**src/shared/ecg_pkg.sv**
```systemverilog
// Purpose: Shared constants and types for the echo group control and tone event queue block.
// Assumes: Byte-wide registers on a plain address/strobe port, one 125 MHz clock.
// Notes:   Addresses are byte offsets on the register port, not word indices.
`default_nettype none

package ecg_pkg;

  // Register port geometry.
  localparam int unsigned ADDR_W = 11;
  localparam int unsigned DATA_W = 8;

  // Groups of two cancellers; channel 2g is canceller A and 2g+1 is canceller B.
  localparam int unsigned GROUPS = 16;
  localparam int unsigned CHANS  = 32;
  localparam int unsigned CHAN_W = 5;
  localparam int unsigned GRP_W  = 4;

  // Register map.
  localparam logic [ADDR_W-1:0] GRP_CTRL_BASE = 11'h400;
  localparam logic [ADDR_W-1:0] GRP_CTRL_LAST = 11'h40F;
  localparam logic [ADDR_W-1:0] QUEUE_ADDR    = 11'h410;
  localparam logic [ADDR_W-1:0] TEST_ADDR     = 11'h411;
  localparam logic [ADDR_W-1:0] IRQ_STAT_ADDR = 11'h412;
  localparam logic [ADDR_W-1:0] IRQ_MASK_ADDR = 11'h413;

  // Group control byte fields.
  localparam int unsigned CTRL_BITS  = 5;
  localparam int unsigned POWER_BIT  = 0;
  localparam int unsigned LAW_BIT    = 1;
  localparam int unsigned FORMAT_BIT = 2;
  localparam int unsigned MASK_A_BIT = 3;
  localparam int unsigned MASK_B_BIT = 4;

  // Tone event queue register fields.
  localparam int unsigned Q_PEND_BIT = 7;

  // Test register field.
  localparam int unsigned TEST_IRQ_BIT = 0;

  // Interrupt status and mask fields.
  localparam int unsigned STAT_W        = 3;
  localparam int unsigned STAT_EV_BIT   = 0;
  localparam int unsigned STAT_INIT_BIT = 1;
  localparam int unsigned STAT_FULL_BIT = 2;

  // Reset values.
  localparam logic [DATA_W-1:0] CTRL_RST  = 8'h00;
  localparam logic [DATA_W-1:0] QUEUE_RST = 8'h00;
  localparam logic [DATA_W-1:0] TEST_RST  = 8'h00;
  localparam logic [DATA_W-1:0] MASK_RST  = 8'h00;

  // Whole frames an initialization must span, and the queue depth.
  localparam int unsigned INIT_FRAMES = 2;
  localparam int unsigned QUEUE_DEPTH = 32;

  // Per-group power sequencing.
  typedef enum logic [2:0]
  {
    ST_DOWN = 3'b001,
    ST_INIT = 3'b010,
    ST_RUN  = 3'b100
  } ecg_grp_state_t;

endpackage : ecg_pkg

`default_nettype wire

```
**src/rtl/ecg_queue.sv**
```systemverilog
// Purpose: First-in first-out store of channel numbers for tone events.
// Assumes: Same clock as the writer and reader; flip-flop storage.
// Notes:   push_ready_o drops when full, so the producer must hold its entry.
`timescale 1ns/1ps
`default_nettype none

module ecg_queue
(
  input  wire logic                       mclk_i,
  input  wire logic                       rstn_i,
  input  wire logic                       push_valid_i,
  output logic                            push_ready_o,
  input  wire logic [ecg_pkg::CHAN_W-1:0] push_data_i,
  output logic                            pop_valid_o,
  input  wire logic                       pop_ready_i,
  output logic      [ecg_pkg::CHAN_W-1:0] pop_data_o
);

  localparam int unsigned PTR_W = $clog2(ecg_pkg::QUEUE_DEPTH);

  logic [ecg_pkg::CHAN_W-1:0] mem_q [ecg_pkg::QUEUE_DEPTH];
  logic [ecg_pkg::CHAN_W-1:0] mem_d [ecg_pkg::QUEUE_DEPTH];
  logic [PTR_W-1:0]           wptr_q;
  logic [PTR_W-1:0]           wptr_d;
  logic [PTR_W-1:0]           rptr_q;
  logic [PTR_W-1:0]           rptr_d;
  logic [PTR_W:0]             cnt_q;
  logic [PTR_W:0]             cnt_d;
  logic                       push;
  logic                       pop;

  // Full and empty come straight from the occupancy count.
  assign push_ready_o = (cnt_q != (PTR_W+1)'(ecg_pkg::QUEUE_DEPTH));
  assign pop_valid_o  = (cnt_q != '0);
  assign pop_data_o   = mem_q[rptr_q];
  assign push         = push_valid_i && push_ready_o;
  assign pop          = pop_valid_o && pop_ready_i;

  // Pointers wrap naturally since the depth is a power of two.
  always_comb
  begin
    mem_d  = mem_q;
    wptr_d = wptr_q;
    rptr_d = rptr_q;
    cnt_d  = cnt_q;
    if (push)
    begin
      mem_d[wptr_q] = push_data_i;
      wptr_d        = wptr_q + 1'b1;
    end
    if (pop)
    begin
      rptr_d = rptr_q + 1'b1;
    end
    if (push && !pop)
    begin
      cnt_d = cnt_q + 1'b1;
    end
    else if (pop && !push)
    begin
      cnt_d = cnt_q - 1'b1;
    end
  end

  // Storage keeps no reset; only pointers and count need a defined value.
  always_ff @(posedge mclk_i)
  begin
    mem_q <= mem_d;
    if (!rstn_i)
    begin
      wptr_q <= '0;
      rptr_q <= '0;
      cnt_q  <= '0;
    end
    else
    begin
      wptr_q <= wptr_d;
      rptr_q <= rptr_d;
      cnt_q  <= cnt_d;
    end
  end

endmodule // ecg_queue

`default_nettype wire

```
**src/rtl/ecg_top.sv**
```systemverilog
// Purpose: Per-group control of the echo canceller groups and the tone event queue register.
// Assumes: Single 125 MHz clock; frame_i is an asynchronous frame-start pin;
//          tone_det_i comes from the tone detectors on the same clock.
// Notes:   Registers sit at their byte offsets on a plain strobe port with read data
//          valid one cycle after the read strobe.
`timescale 1ns/1ps
`default_nettype none

module ecg_top
(
  input  wire logic                        mclk_i,
  input  wire logic                        rstn_i,
  input  wire logic [ecg_pkg::ADDR_W-1:0]  addr_i,
  input  wire logic [ecg_pkg::DATA_W-1:0]  wdata_i,
  input  wire logic                        wr_i,
  input  wire logic                        rd_i,
  output logic      [ecg_pkg::DATA_W-1:0]  rdata_o,
  output logic                             irq_o,
  input  wire logic                        frame_i,
  input  wire logic [ecg_pkg::CHANS-1:0]   tone_det_i,
  input  wire logic                        rin_valid_i,
  input  wire logic [ecg_pkg::CHAN_W-1:0]  rin_chan_i,
  input  wire logic [ecg_pkg::DATA_W-1:0]  rin_data_i,
  input  wire logic [ecg_pkg::DATA_W-1:0]  ec_data_i,
  output logic                             rout_valid_o,
  output logic      [ecg_pkg::DATA_W-1:0]  rout_data_o,
  output logic      [ecg_pkg::GROUPS-1:0]  grp_active_o,
  output logic      [ecg_pkg::GROUPS-1:0]  grp_init_o,
  output logic      [ecg_pkg::GROUPS-1:0]  grp_g711_o,
  output logic      [ecg_pkg::GROUPS-1:0]  grp_alaw_o
);

  localparam int unsigned GN = ecg_pkg::GROUPS;
  localparam int unsigned CN = ecg_pkg::CHANS;

  // Register bank state.
  logic [ecg_pkg::CTRL_BITS-1:0] ctrl_q [GN];
  logic [ecg_pkg::CTRL_BITS-1:0] ctrl_d [GN];
  logic                          test_q;
  logic                          test_d;
  logic [ecg_pkg::STAT_W-1:0]    stat_q;
  logic [ecg_pkg::STAT_W-1:0]    stat_d;
  logic [ecg_pkg::STAT_W-1:0]    mask_q;
  logic [ecg_pkg::STAT_W-1:0]    mask_d;
  logic [ecg_pkg::DATA_W-1:0]    rdata_q;
  logic [ecg_pkg::DATA_W-1:0]    rdata_d;

  // Frame pin synchroniser and filtered level.
  logic [2:0]                    fr_q;
  logic                          fr_lvl_q;
  logic                          fr_lvl_d;
  logic                          frame_tick;

  // Tone event capture.
  logic [CN-1:0]                 tone_prev_q;
  logic [CN-1:0]                 pend_q;
  logic [CN-1:0]                 pend_d;
  logic [CN-1:0]                 new_ev;
  logic [CN-1:0]                 test_ev;
  logic [ecg_pkg::CHAN_W-1:0]    sel_chan;

  // Receive path.
  logic                          rout_valid_q;
  logic [ecg_pkg::DATA_W-1:0]    rout_data_q;

  // Queue handshake.
  logic                          push_valid;
  logic                          push_ready;
  logic                          pop_valid;
  logic                          pop_ready;
  logic [ecg_pkg::CHAN_W-1:0]    pop_data;

  // Group sequencing.
  ecg_pkg::ecg_grp_state_t       gst_q [GN];
  logic [GN-1:0]                 init_done;

  // Decoded accesses.
  logic                          ctrl_hit;
  logic [ecg_pkg::GRP_W-1:0]     ctrl_idx;
  logic                          queue_rd;

  assign ctrl_hit = (addr_i >= ecg_pkg::GRP_CTRL_BASE) && (addr_i <= ecg_pkg::GRP_CTRL_LAST);
  assign ctrl_idx = addr_i[ecg_pkg::GRP_W-1:0];
  assign queue_rd = rd_i && (addr_i == ecg_pkg::QUEUE_ADDR);

  // A read of the queue register removes the entry it returns.
  assign pop_ready = queue_rd;

  // Frame pin passes three flops; a new level is taken only once the second and third agree.
  always_comb
  begin
    fr_lvl_d = fr_lvl_q;
    if (fr_q[1] == fr_q[2])
    begin
      fr_lvl_d = fr_q[2];
    end
  end

  always_ff @(posedge mclk_i)
  begin
    if (!rstn_i)
    begin
      fr_q     <= 3'h0;
      fr_lvl_q <= 1'b0;
    end
    else
    begin
      fr_q     <= {fr_q[1:0], frame_i};
      fr_lvl_q <= fr_lvl_d;
    end
  end

  assign frame_tick = fr_lvl_d && !fr_lvl_q;

  // Register writes: group control, test and mask bytes, and write-one-to-clear status.
  always_comb
  begin
    ctrl_d = ctrl_q;
    test_d = test_q;
    mask_d = mask_q;
    stat_d = stat_q;
    if (wr_i && ctrl_hit)
    begin
      ctrl_d[ctrl_idx] = wdata_i[ecg_pkg::CTRL_BITS-1:0];
    end
    if (wr_i && (addr_i == ecg_pkg::TEST_ADDR))
    begin
      test_d = wdata_i[ecg_pkg::TEST_IRQ_BIT];
    end
    if (wr_i && (addr_i == ecg_pkg::IRQ_MASK_ADDR))
    begin
      mask_d = wdata_i[ecg_pkg::STAT_W-1:0];
    end
    if (wr_i && (addr_i == ecg_pkg::IRQ_STAT_ADDR))
    begin
      stat_d = stat_q & ~wdata_i[ecg_pkg::STAT_W-1:0];
    end
    // Hardware sets are applied last so an event never loses to a clear in the same cycle.
    if (push_valid && push_ready)
    begin
      stat_d[ecg_pkg::STAT_EV_BIT] = 1'b1;
    end
    if (|init_done)
    begin
      stat_d[ecg_pkg::STAT_INIT_BIT] = 1'b1;
    end
    if (push_valid && !push_ready)
    begin
      stat_d[ecg_pkg::STAT_FULL_BIT] = 1'b1;
    end
  end

  // Read data mux; unmapped addresses read as zero.
  always_comb
  begin
    rdata_d = 8'h00;
    if (rd_i && ctrl_hit)
    begin
      rdata_d[ecg_pkg::CTRL_BITS-1:0] = ctrl_q[ctrl_idx];
    end
    else if (queue_rd)
    begin
      // Bits six and five stay zero from the default above.
      rdata_d[ecg_pkg::Q_PEND_BIT]     = pop_valid;
      rdata_d[ecg_pkg::CHAN_W-1:0]     = pop_valid ? pop_data : 5'h00;
    end
    else if (rd_i && (addr_i == ecg_pkg::TEST_ADDR))
    begin
      rdata_d[ecg_pkg::TEST_IRQ_BIT]   = test_q;
    end
    else if (rd_i && (addr_i == ecg_pkg::IRQ_STAT_ADDR))
    begin
      rdata_d[ecg_pkg::STAT_W-1:0]     = stat_q;
    end
    else if (rd_i && (addr_i == ecg_pkg::IRQ_MASK_ADDR))
    begin
      rdata_d[ecg_pkg::STAT_W-1:0]     = mask_q;
    end
  end

  always_ff @(posedge mclk_i)
  begin
    if (!rstn_i)
    begin
      for (int g = 0; g < GN; g++)
      begin
        ctrl_q[g] <= ecg_pkg::CTRL_RST[ecg_pkg::CTRL_BITS-1:0];
      end
      test_q  <= ecg_pkg::TEST_RST[ecg_pkg::TEST_IRQ_BIT];
      mask_q  <= ecg_pkg::MASK_RST[ecg_pkg::STAT_W-1:0];
      stat_q  <= '0;
      rdata_q <= ecg_pkg::QUEUE_RST;
    end
    else
    begin
      ctrl_q  <= ctrl_d;
      test_q  <= test_d;
      mask_q  <= mask_d;
      stat_q  <= stat_d;
      rdata_q <= rdata_d;
    end
  end

  assign rdata_o = rdata_q;
  assign irq_o   = |(stat_q & mask_q);

  // Per-group power sequencing and the per-channel event sources of that group.
  for (genvar g = 0; g < GN; g++)
  begin : g_grp
    ecg_pkg::ecg_grp_state_t gst_d;
    logic [1:0]              fcnt_q;
    logic [1:0]              fcnt_d;
    logic                    pwr;

    assign pwr = ctrl_q[g][ecg_pkg::POWER_BIT];

    // The first tick after the rise may end a partial frame, so one extra tick is awaited.
    always_comb
    begin
      gst_d  = gst_q[g];
      fcnt_d = fcnt_q;
      unique case (gst_q[g])
        ecg_pkg::ST_DOWN:
        begin
          fcnt_d = 2'h0;
          if (pwr)
          begin
            gst_d = ecg_pkg::ST_INIT;
          end
        end
        ecg_pkg::ST_INIT:
        begin
          if (!pwr)
          begin
            gst_d = ecg_pkg::ST_DOWN;
          end
          else if (frame_tick && (fcnt_q == 2'(ecg_pkg::INIT_FRAMES)))
          begin
            gst_d = ecg_pkg::ST_RUN;
          end
          else if (frame_tick)
          begin
            fcnt_d = fcnt_q + 2'h1;
          end
        end
        ecg_pkg::ST_RUN:
        begin
          if (!pwr)
          begin
            gst_d = ecg_pkg::ST_DOWN;
          end
        end
        default:
        begin
          gst_d = ecg_pkg::ST_DOWN;
        end
      endcase
    end

    always_ff @(posedge mclk_i)
    begin
      if (!rstn_i)
      begin
        gst_q[g] <= ecg_pkg::ST_DOWN;
        fcnt_q   <= 2'h0;
      end
      else
      begin
        gst_q[g] <= gst_d;
        fcnt_q   <= fcnt_d;
      end
    end

    assign init_done[g]    = (gst_q[g] == ecg_pkg::ST_INIT) && (gst_d == ecg_pkg::ST_RUN);
    // Channel state and filter coefficients are held cleared while this is high.
    assign grp_init_o[g]   = (gst_q[g] == ecg_pkg::ST_INIT);
    assign grp_active_o[g] = (gst_q[g] == ecg_pkg::ST_RUN);
    assign grp_g711_o[g]   = ctrl_q[g][ecg_pkg::FORMAT_BIT];
    assign grp_alaw_o[g]   = ctrl_q[g][ecg_pkg::FORMAT_BIT]
                             && ctrl_q[g][ecg_pkg::LAW_BIT];

    // Detector changes count only in running groups with their channel unmasked.
    assign new_ev[2*g]   = (tone_det_i[2*g] ^ tone_prev_q[2*g]) && grp_active_o[g]
                           && !ctrl_q[g][ecg_pkg::MASK_A_BIT];
    assign new_ev[2*g+1] = (tone_det_i[2*g+1] ^ tone_prev_q[2*g+1]) && grp_active_o[g]
                           && !ctrl_q[g][ecg_pkg::MASK_B_BIT];
    // In test mode a change of a mask bit stands in for a detector change.
    assign test_ev[2*g]   = test_q && (ctrl_d[g][ecg_pkg::MASK_A_BIT]
                            != ctrl_q[g][ecg_pkg::MASK_A_BIT]);
    assign test_ev[2*g+1] = test_q && (ctrl_d[g][ecg_pkg::MASK_B_BIT]
                            != ctrl_q[g][ecg_pkg::MASK_B_BIT]);
  end

  // Pick the lowest pending channel; a channel waits here while the queue is full.
  always_comb
  begin
    sel_chan = 5'h00;
    for (int c = CN - 1; c >= 0; c--)
    begin
      if (pend_q[c])
      begin
        sel_chan = ecg_pkg::CHAN_W'(c);
      end
    end
  end

  assign push_valid = |pend_q;

  // A fresh event on the channel being pushed re-arms it rather than being lost.
  always_comb
  begin
    pend_d = pend_q;
    if (push_valid && push_ready)
    begin
      pend_d[sel_chan] = 1'b0;
    end
    pend_d = pend_d | new_ev | test_ev;
  end

  always_ff @(posedge mclk_i)
  begin
    if (!rstn_i)
    begin
      pend_q      <= '0;
      tone_prev_q <= '0;
    end
    else
    begin
      pend_q      <= pend_d;
      tone_prev_q <= tone_det_i;
    end
  end

  // Event store, oldest entry first.
  ecg_queue u_queue
  (
    .mclk_i       (mclk_i),
    .rstn_i       (rstn_i),
    .push_valid_i (push_valid),
    .push_ready_o (push_ready),
    .push_data_i  (sel_chan),
    .pop_valid_o  (pop_valid),
    .pop_ready_i  (pop_ready),
    .pop_data_o   (pop_data)
  );

  // Receive path: a powered-down group's sample passes through untouched.
  always_ff @(posedge mclk_i)
  begin
    if (!rstn_i)
    begin
      rout_valid_q <= 1'b0;
      rout_data_q  <= 8'h00;
    end
    else
    begin
      rout_valid_q <= rin_valid_i;
      if (rin_valid_i)
      begin
        rout_data_q <= (gst_q[rin_chan_i[ecg_pkg::CHAN_W-1:1]] == ecg_pkg::ST_DOWN)
                       ? rin_data_i : ec_data_i;
      end
    end
  end

  assign rout_valid_o = rout_valid_q;
  assign rout_data_o  = rout_data_q;

endmodule // ecg_top

`default_nettype wire

```
**config.mk**
```make
export PLATFORM = sky130hd
export DESIGN_NAME = ecg_top
export DESIGN_NICKNAME = d
export VERILOG_FILES = /design/src/shared/ecg_pkg.sv /design/src/rtl/ecg_queue.sv /design/src/rtl/ecg_top.sv
export SDC_FILE = /design/constraint.sdc
export NUM_CORES = 1
export LEC_CHECK = 0
export BUFFER_PORTS_ARGS = -buffer_cell sky130_fd_sc_hd__clkbuf_2
export CAP_MARGIN = 20
export CORE_ASPECT_RATIO = 0.8
export CORE_MARGIN = 4
export CORE_UTILIZATION = 55
export CTS_CLUSTER_SIZE = 8
export DETAILED_ROUTE_END_ITERATION = 10
export PLACE_DENSITY = 0.74
export SETUP_SLACK_MARGIN = 0.2
export SYNTH_ARGS = -nofsm -noshare
export SYNTH_HDL_FRONTEND = slang
export SYNTH_SLANG_ARGS = --single-unit
```
**constraint.sdc**
```tcl
create_clock -name mclk_i -period 4.8 [get_ports mclk_i]
set_input_delay 0 -clock mclk_i [delete_from_list [all_inputs] [get_ports mclk_i]]
set_output_delay 0 -clock mclk_i [all_outputs]
set_load 0.01 [all_outputs]
```
## Word-level counts from Yosys, hierarchy flattened

Memory sizes are Yosys's and may differ from the RTL's.
Index checks and enable logic that the tools add are counted.
Widths: inputs -> output; s select.

| operators by class | value |
|---|---|
| add/subtract/negate cells | 20 |
| multiply operators | 0 |
| divide/modulo/power cells | 0 |
| order comparisons | 9 |
| equal/unequal tests | 167 |
| shifts and indexed selects | 0 |
| muxes and demuxes | 226 |
| bitwise logic cells | 60 |
| reductions and logical operators | 240 |

Operators with widths:

| operator | count |
|---|---|
| $mux 3 | 84 |
| $mux 5 | 40 |
| $logic_and 1x1->1 | 163 |
| $bwmux 160 | 1 |
| $pmux 3 s3 | 16 |
| $mux 2 | 50 |
| $eq 3x3->1 const B | 32 |
| $bwmux 80 | 1 |
| $mux 80 | 1 |
| $ne 2x1->1 const B | 32 |
| $or 32x32->32 | 2 |
| $pmux 2 s2 | 16 |
| $reduce_and 4->1 | 16 |
| $eq 3x1->1 const B | 17 |
| $eq 3x2->1 const B | 16 |
| $eq 11x11->1 const B | 4 |
| $reduce_bool 2->1 | 20 |
| $logic_not 1->1 | 36 |
| $add 2x1->2 const B | 16 |
| $and 32x32->32 | 1 |
| $eq 2x2->1 const B | 16 |
| $mux 32 | 1 |
| $ne 1x1->1 | 32 |
| $ne 2x2->1 const B | 16 |
| 33 further kinds | 93 |

| storage, ports and cells | value |
|---|---|
| register bits | 380 |
| latch bits | 0 |
| bits in writable memories | 48 |
| memory bits (read-only) | 0 |
| bits of input ports | 78 |
| output and inout bits | 82 |
| word-level logic and storage cells | 820 |
| memories | 1 |

Memory list:

| memory | words | bits a word | read ports | clocked after Yosys merged registers in | write ports | line | source |
|---|---|---|---|---|---|---|---|
| gst_q | 16 | 3 | 17 | 0 | 16 | ecg_top.sv:74 | `ecg_pkg::ecg_grp_state_t gst_q [GN];` |

## Depth between registers and ports, before layout

| depth | value |
|---|---|
| depth after elaboration | 41 |
| gate-level depth with buffers | 14 |
| mapped depth without buffers | 12 |

## Modules after synthesis

Synthesis repeated with hierarchy kept, for this count alone.

| unflattened totals | value |
|---|---|
| cell total of the unflattened synthesis | 1957 |
| area total of the unflattened synthesis | 20195.6 um^2 |

By module, submodules not included:

| module | times used | cells an instance | area each (um^2) | seq. area each (um^2) |
|---|---|---|---|---|
| ecg_top | 1 | 1545 | 12967.4 | 5004.8 |
| ecg_queue | 1 | 412 | 7228.2 | 5124.9 |

## Worst setup path before layout

Ideal clock, no wire load.

| timing path | value |
|---|---|
| path kind | register to register |
| start | reg pend_q[20] |
| end | reg u_queue.cnt_q[5] |
| setup time | 0.128 ns |
| arrival time | 3.084 ns |
| data required time | 4.672 ns |
| slack | 1.589 ns |
| stages on the path, launching flop included | 14 |
| buffers on the path | 1 |
| clock period less this slack | 3.211 ns |
| cell sequence | dfxtp_1 > or4_1 > nor4_1 > a41oi_1 > buf_2 > ha_1 > inv_1 > ha_1 > a21o_1 > a21oi_1 > o21a_1 > o211ai_1 > xnor2_1 > nor2_1 |

| between the ends | value |
|---|---|
| word-level cells in the longest chain between the ends | 5 |
| elaborated cells on any way between the ends | 7 |
| those cells by class | mux (1); reduce/logical (6) |

RTL lines:

| element | line | source |
|---|---|---|
| start: declaration | ecg_top.sv:56 | `logic [CN-1:0] pend_q;` |
| start signal: assignment | ecg_top.sv:329 | `pend_q <= pend_d;` |
| $reduce_or 32->1 (*) | ecg_top.sv:307 | `assign push_valid = \|pend_q;` |
| $logic_and 1x1->1 (*) | ecg_queue.sv:36 | `assign push = push_valid_i && push_ready_o;` |
| named net u_queue.push | ecg_queue.sv:29 | `logic push;` |
| $logic_not 1->1 | ecg_queue.sv:59 | `else if (pop && !push)` |
| $logic_and 1x1->1 | ecg_queue.sv:59 |  |
| $reduce_bool 2->1 (no line) | -- |  |
| end signal: assignment | ecg_queue.sv:79 | `cnt_q <= cnt_d;` |
| end: declaration | ecg_queue.sv:27 | `logic [PTR_W:0] cnt_q;` |

The timed path passes the listed nets; every way through them passes the cells marked *.
A chain may end at the register's enable or synchronous reset.

## Final worst setup path

| timing path | value |
|---|---|
| start | reg pend_q[21] |
| end | reg u_queue.cnt_q[5] |

| between the ends | value |
|---|---|
| word-level cells in the longest chain between the ends | 5 |
| elaborated cells on any way between the ends | 7 |
| those cells by class | mux (1); reduce/logical (6) |

RTL lines:

| element | line |
|---|---|
| $reduce_or 32->1 (*) | ecg_top.sv:307 |
| $logic_and 1x1->1 (*) | ecg_queue.sv:36 |
| $logic_not 1->1 | ecg_queue.sv:59 |
| $logic_and 1x1->1 | ecg_queue.sv:59 |
| $reduce_bool 2->1 (no line) | -- |

Every way passes the cells marked *; elsewhere a longest branch is shown, timed or not.

==> results.ini <==
[timing]
worst_pin_slew_ns = 1.29
rsz0062_at_grt = no
setup_slack_ns = 1.03
fin_crit_sh = 0.785
slew_headroom = 0.129
setup_viol = 0
period_needed_ns = 3.77
slew_viol_final = 0
hold_viol_final = 0
fin_worst_skew_ns = 0.0364
fin_setup_tns_ns = 0
fmax_mhz = 265

[route]
drcViolationCount = 0
routed_wl_um = 58800
vias_per_cell = 6.28
dr.pass1.iters = 8
ant_nets = 0
drt_iter0_drc = 2114
vias = 16600
wl_per_cell_um = 22.2

[grt]
use_met1 = 0.416
use_met3 = 0.0665
grt-busiest-layer = met2
grt_max_degree = 98
antenna_found_initial = 2
grt_pass1_wl_um = 91300
overflow = 0
grt_usage = 0.290
grt_pass1_vias = 16000
met2_usage = 0.450

[critical_path]
r2r_setup_slack_ns = 1.03
rr_endpoint = u_queue.cnt_q[5]$_SDFFE_PN0P_
critPathBufInv = 1
end_kind = register
cpMaxStageDelayCell = nor4_1
startpoint_type = register
path_cells = or4_1 > nor4_1 > a41oi_1 > ha_1 > inv_1 > ha_1 > a21o_1 > a21oi_1 > o21a_1 > o211ai_1 > xnor2_1 > nor2_1
cp_max_fo = 8
worstPathArrival_ns = 4.22
crit_type = register to register
r2r_cells = 12
slowest_delay_ns = 0.72
cpMostUsedCell = ha_1
crit-reg2reg-launch = pend_q[21]$_SDFF_PN0_
path_delay_family = simple AND/OR/NAND/NOR gates
critPathRequiredTime_ns = 5.25

[hold_path]
hold_depth = 5
hold_path_class = input pin to register
holdCritStartpoint = addr_i[5]
hold_end = grp_g711_o[13]$_SDFFE_PN0P_

[floorplan]
initial_core_util = 0.560
die_y_um = 179
num_rows = 62
die_w_um = 222
core_um2 = 36000
ios = 160
die_area_um2 = 39800

[clock_network]
cts_buffers = 59
cts_tree = yes
cts_resized = 0
clk_path_buf_depth = 3
cts_hold_buf = 68
post_cts_buffers = 0
htreeDepth = 2
insertion_delay_ns = 0.60
cts_sinks = 426
cts.reportedPaths.clkPinSlew_ns = 0.05
cts_root_buf = clkbuf_16

[synthesis]
yosysWarnings = 0
syn_inst = 1959
async_flop_share = 0
synth.ff_latch_count = 426
seq_area_frac_synth = 0.503
synth_top_flop_cell = dfxtp_1
syn_area_um2 = 20200
avgSynthCellArea_um2 = 10.3
synth_edf_count = 160
synth_cell_types = 78

[pwr]
ir_drop_v = 0.000278
powerDensity_nw_per_um2 = 332
p_leak_nw = 8.63

[job]
maxCapViolCount = 0

[finish]
drive_gt1_frac = 0.155
fin_cells = 2650
final_cell_area_um2 = 23500
finalNetCount = 2248
final_util = 0.652
syn2layout_area_growth_pct = 16.5

[place]
place_ws_ns = 1.18
post-dp-hpwl_um = 40400
io_buffers = 153
placedCellCount = 2494
placedInstanceArea_um2 = 21200
gp_congestion = 0.908

[outcome]
status = completed

registers in the layout, indices dropped and copies added (netlist names), 5 cells and up:
register	cells
u_queue.mem_q	160
pend_q	32
u_queue.cnt_q	6
u_queue.wptr_q	5
rout_data_o	8
grp_g711_o	16
ctrl_q	64
gst_q	48
g_grp.fcnt_q	32
rdata_o	6
u_queue.rptr_q	5
tone_prev_q	32
worst max-delay path by stage:
stage	start	to	cells after the start	slack, ns
floorplan	pend_q[20]$_SDFF_PN0_	u_queue.cnt_q[5]$_SDFFE_PN0P_	13	1.59
global placement	pend_q[20]$_SDFF_PN0_	u_queue.cnt_q[5]$_SDFFE_PN0P_	12	1.19
detailed placement	pend_q[21]$_SDFF_PN0_	u_queue.cnt_q[5]$_SDFFE_PN0P_	12	1.18
CTS	pend_q[16]$_SDFF_PN0_	u_queue.cnt_q[5]$_SDFFE_PN0P_	12	1.20
global route	pend_q[16]$_SDFF_PN0_	u_queue.cnt_q[5]$_SDFFE_PN0P_	12	0.84
finish	pend_q[21]$_SDFF_PN0_	u_queue.cnt_q[5]$_SDFFE_PN0P_	12	1.03
tightest hold or removal path: stages:
cell	delay, ns
clkbuf_2	0.10
or4_4	0.19
nor3_2	0.12
nand3_1	0.10
a21oi_1	0.05
cell type report:
class / count / area, um^2
antenna: 2 / 5.00
clock buffer: 83 / 1590
clock inverter: 3 / 33.8
fill: 2824 / 12500
inverter: 80 / 303
multi-input combinational: 1333 / 9190
sequential: 426 / 10100
tap: 480 / 601
timing repair buffer: 243 / 1620
cell usage in the layout (no fill, tap or decap), types with 21 or more instances in the layout:
master,synthesis,final
a21oi_1,140,139
inv_1,80,79
nor2_1,198,196
nand2_1,164,164
xor2_1,32,32
dfxtp_1,266,264
ha_1,26,26
nor3_1,33,32
mux2i_1,69,69
and2_1,59,59
buf_4,21,21
clkbuf_2,0,153
clkbuf_16,0,60
mux4_2,69,69
xnor2_1,33,33
nand2b_1,28,28
edfxtp_1,160,160
dlygate4sd3_1,0,68
clkbuf_1,77,23
nand3_1,87,87
o21ai_0,80,80
nor2b_1,34,34
kinds of logic (layout without fill, tap and decap cells):
| logic type | after synthesis | count (layout) | share of synthesized area |
|---|---|---|---|
| compound gates | 394 | 394 | 0.123 |
| xor+xnor | 65 | 65 | 0.0283 |
| fa+ha+maj | 27 | 27 | 0.0171 |
| buf+inv | 201 | 409 | 0.0429 |
| flops | 426 | 426 | 0.503 |
| mux | 142 | 142 | 0.114 |
| other cells | 1 | 4 | 0.000186 |
| simple gates | 703 | 703 | 0.172 |
report_power, final:
part	leakage [nW]	switching [mW]	internal, mW	total (mW)
combinational	4.21	0.182	0.122	0.304
sequential	3.64	0.0106	3.75	3.76
clock	0.782	1.49	2.25	3.74
total	8.63	1.68	6.12	7.80
per-stage QoR:
stage               total power [mW]  hold WS (ns)
finish                          7.80        0.0384
global route                    8.01        0.0467
global placement                4.07         0.212
CTS                             7.82        0.0129
floorplan                       3.98         0.122
detailed placement              4.08         0.223
synth_stat cells (10+ instances only):
cell type | n | area (um^2)
buf_4 | 21 | 158
xnor2_1 | 33 | 289
a21oi_1 | 140 | 701
inv_1 | 80 | 300
ha_1 | 26 | 325
nand4b_1 | 10 | 87.6
nor2_1 | 198 | 743
a211oi_1 | 12 | 90.1
nor2b_1 | 34 | 213
dfxtp_1 | 266 | 5330
a31oi_1 | 19 | 119
buf_1 | 10 | 37.5
nand3_1 | 87 | 435
or3_1 | 12 | 75.1
nand2_1 | 164 | 616
o31ai_1 | 17 | 128
mux4_2 | 69 | 1550
o21ai_0 | 80 | 400
mux2i_1 | 69 | 691
o21a_1 | 16 | 120
edfxtp_1 | 160 | 4800
clkbuf_1 | 77 | 289
o22ai_1 | 15 | 93.8
nor3b_1 | 13 | 97.6
nor3_1 | 33 | 165
nand4_1 | 15 | 93.8
and2_1 | 59 | 369
xor2_1 | 32 | 280
nor4_1 | 18 | 113
a41oi_1 | 14 | 123
nand2b_1 | 28 | 175
buf_2 | 11 | 55.1
per-layer routing:
metal | vias to the layer above | routed length (um)
met1 | 8054 | 24400
met5 | - | 0
met2 | 998 | 26100
met3 | 100 | 6930
li1 | 7494 | -
met4 | 0 | 1360
No activity file was read; power rests on OpenSTA's default activity.
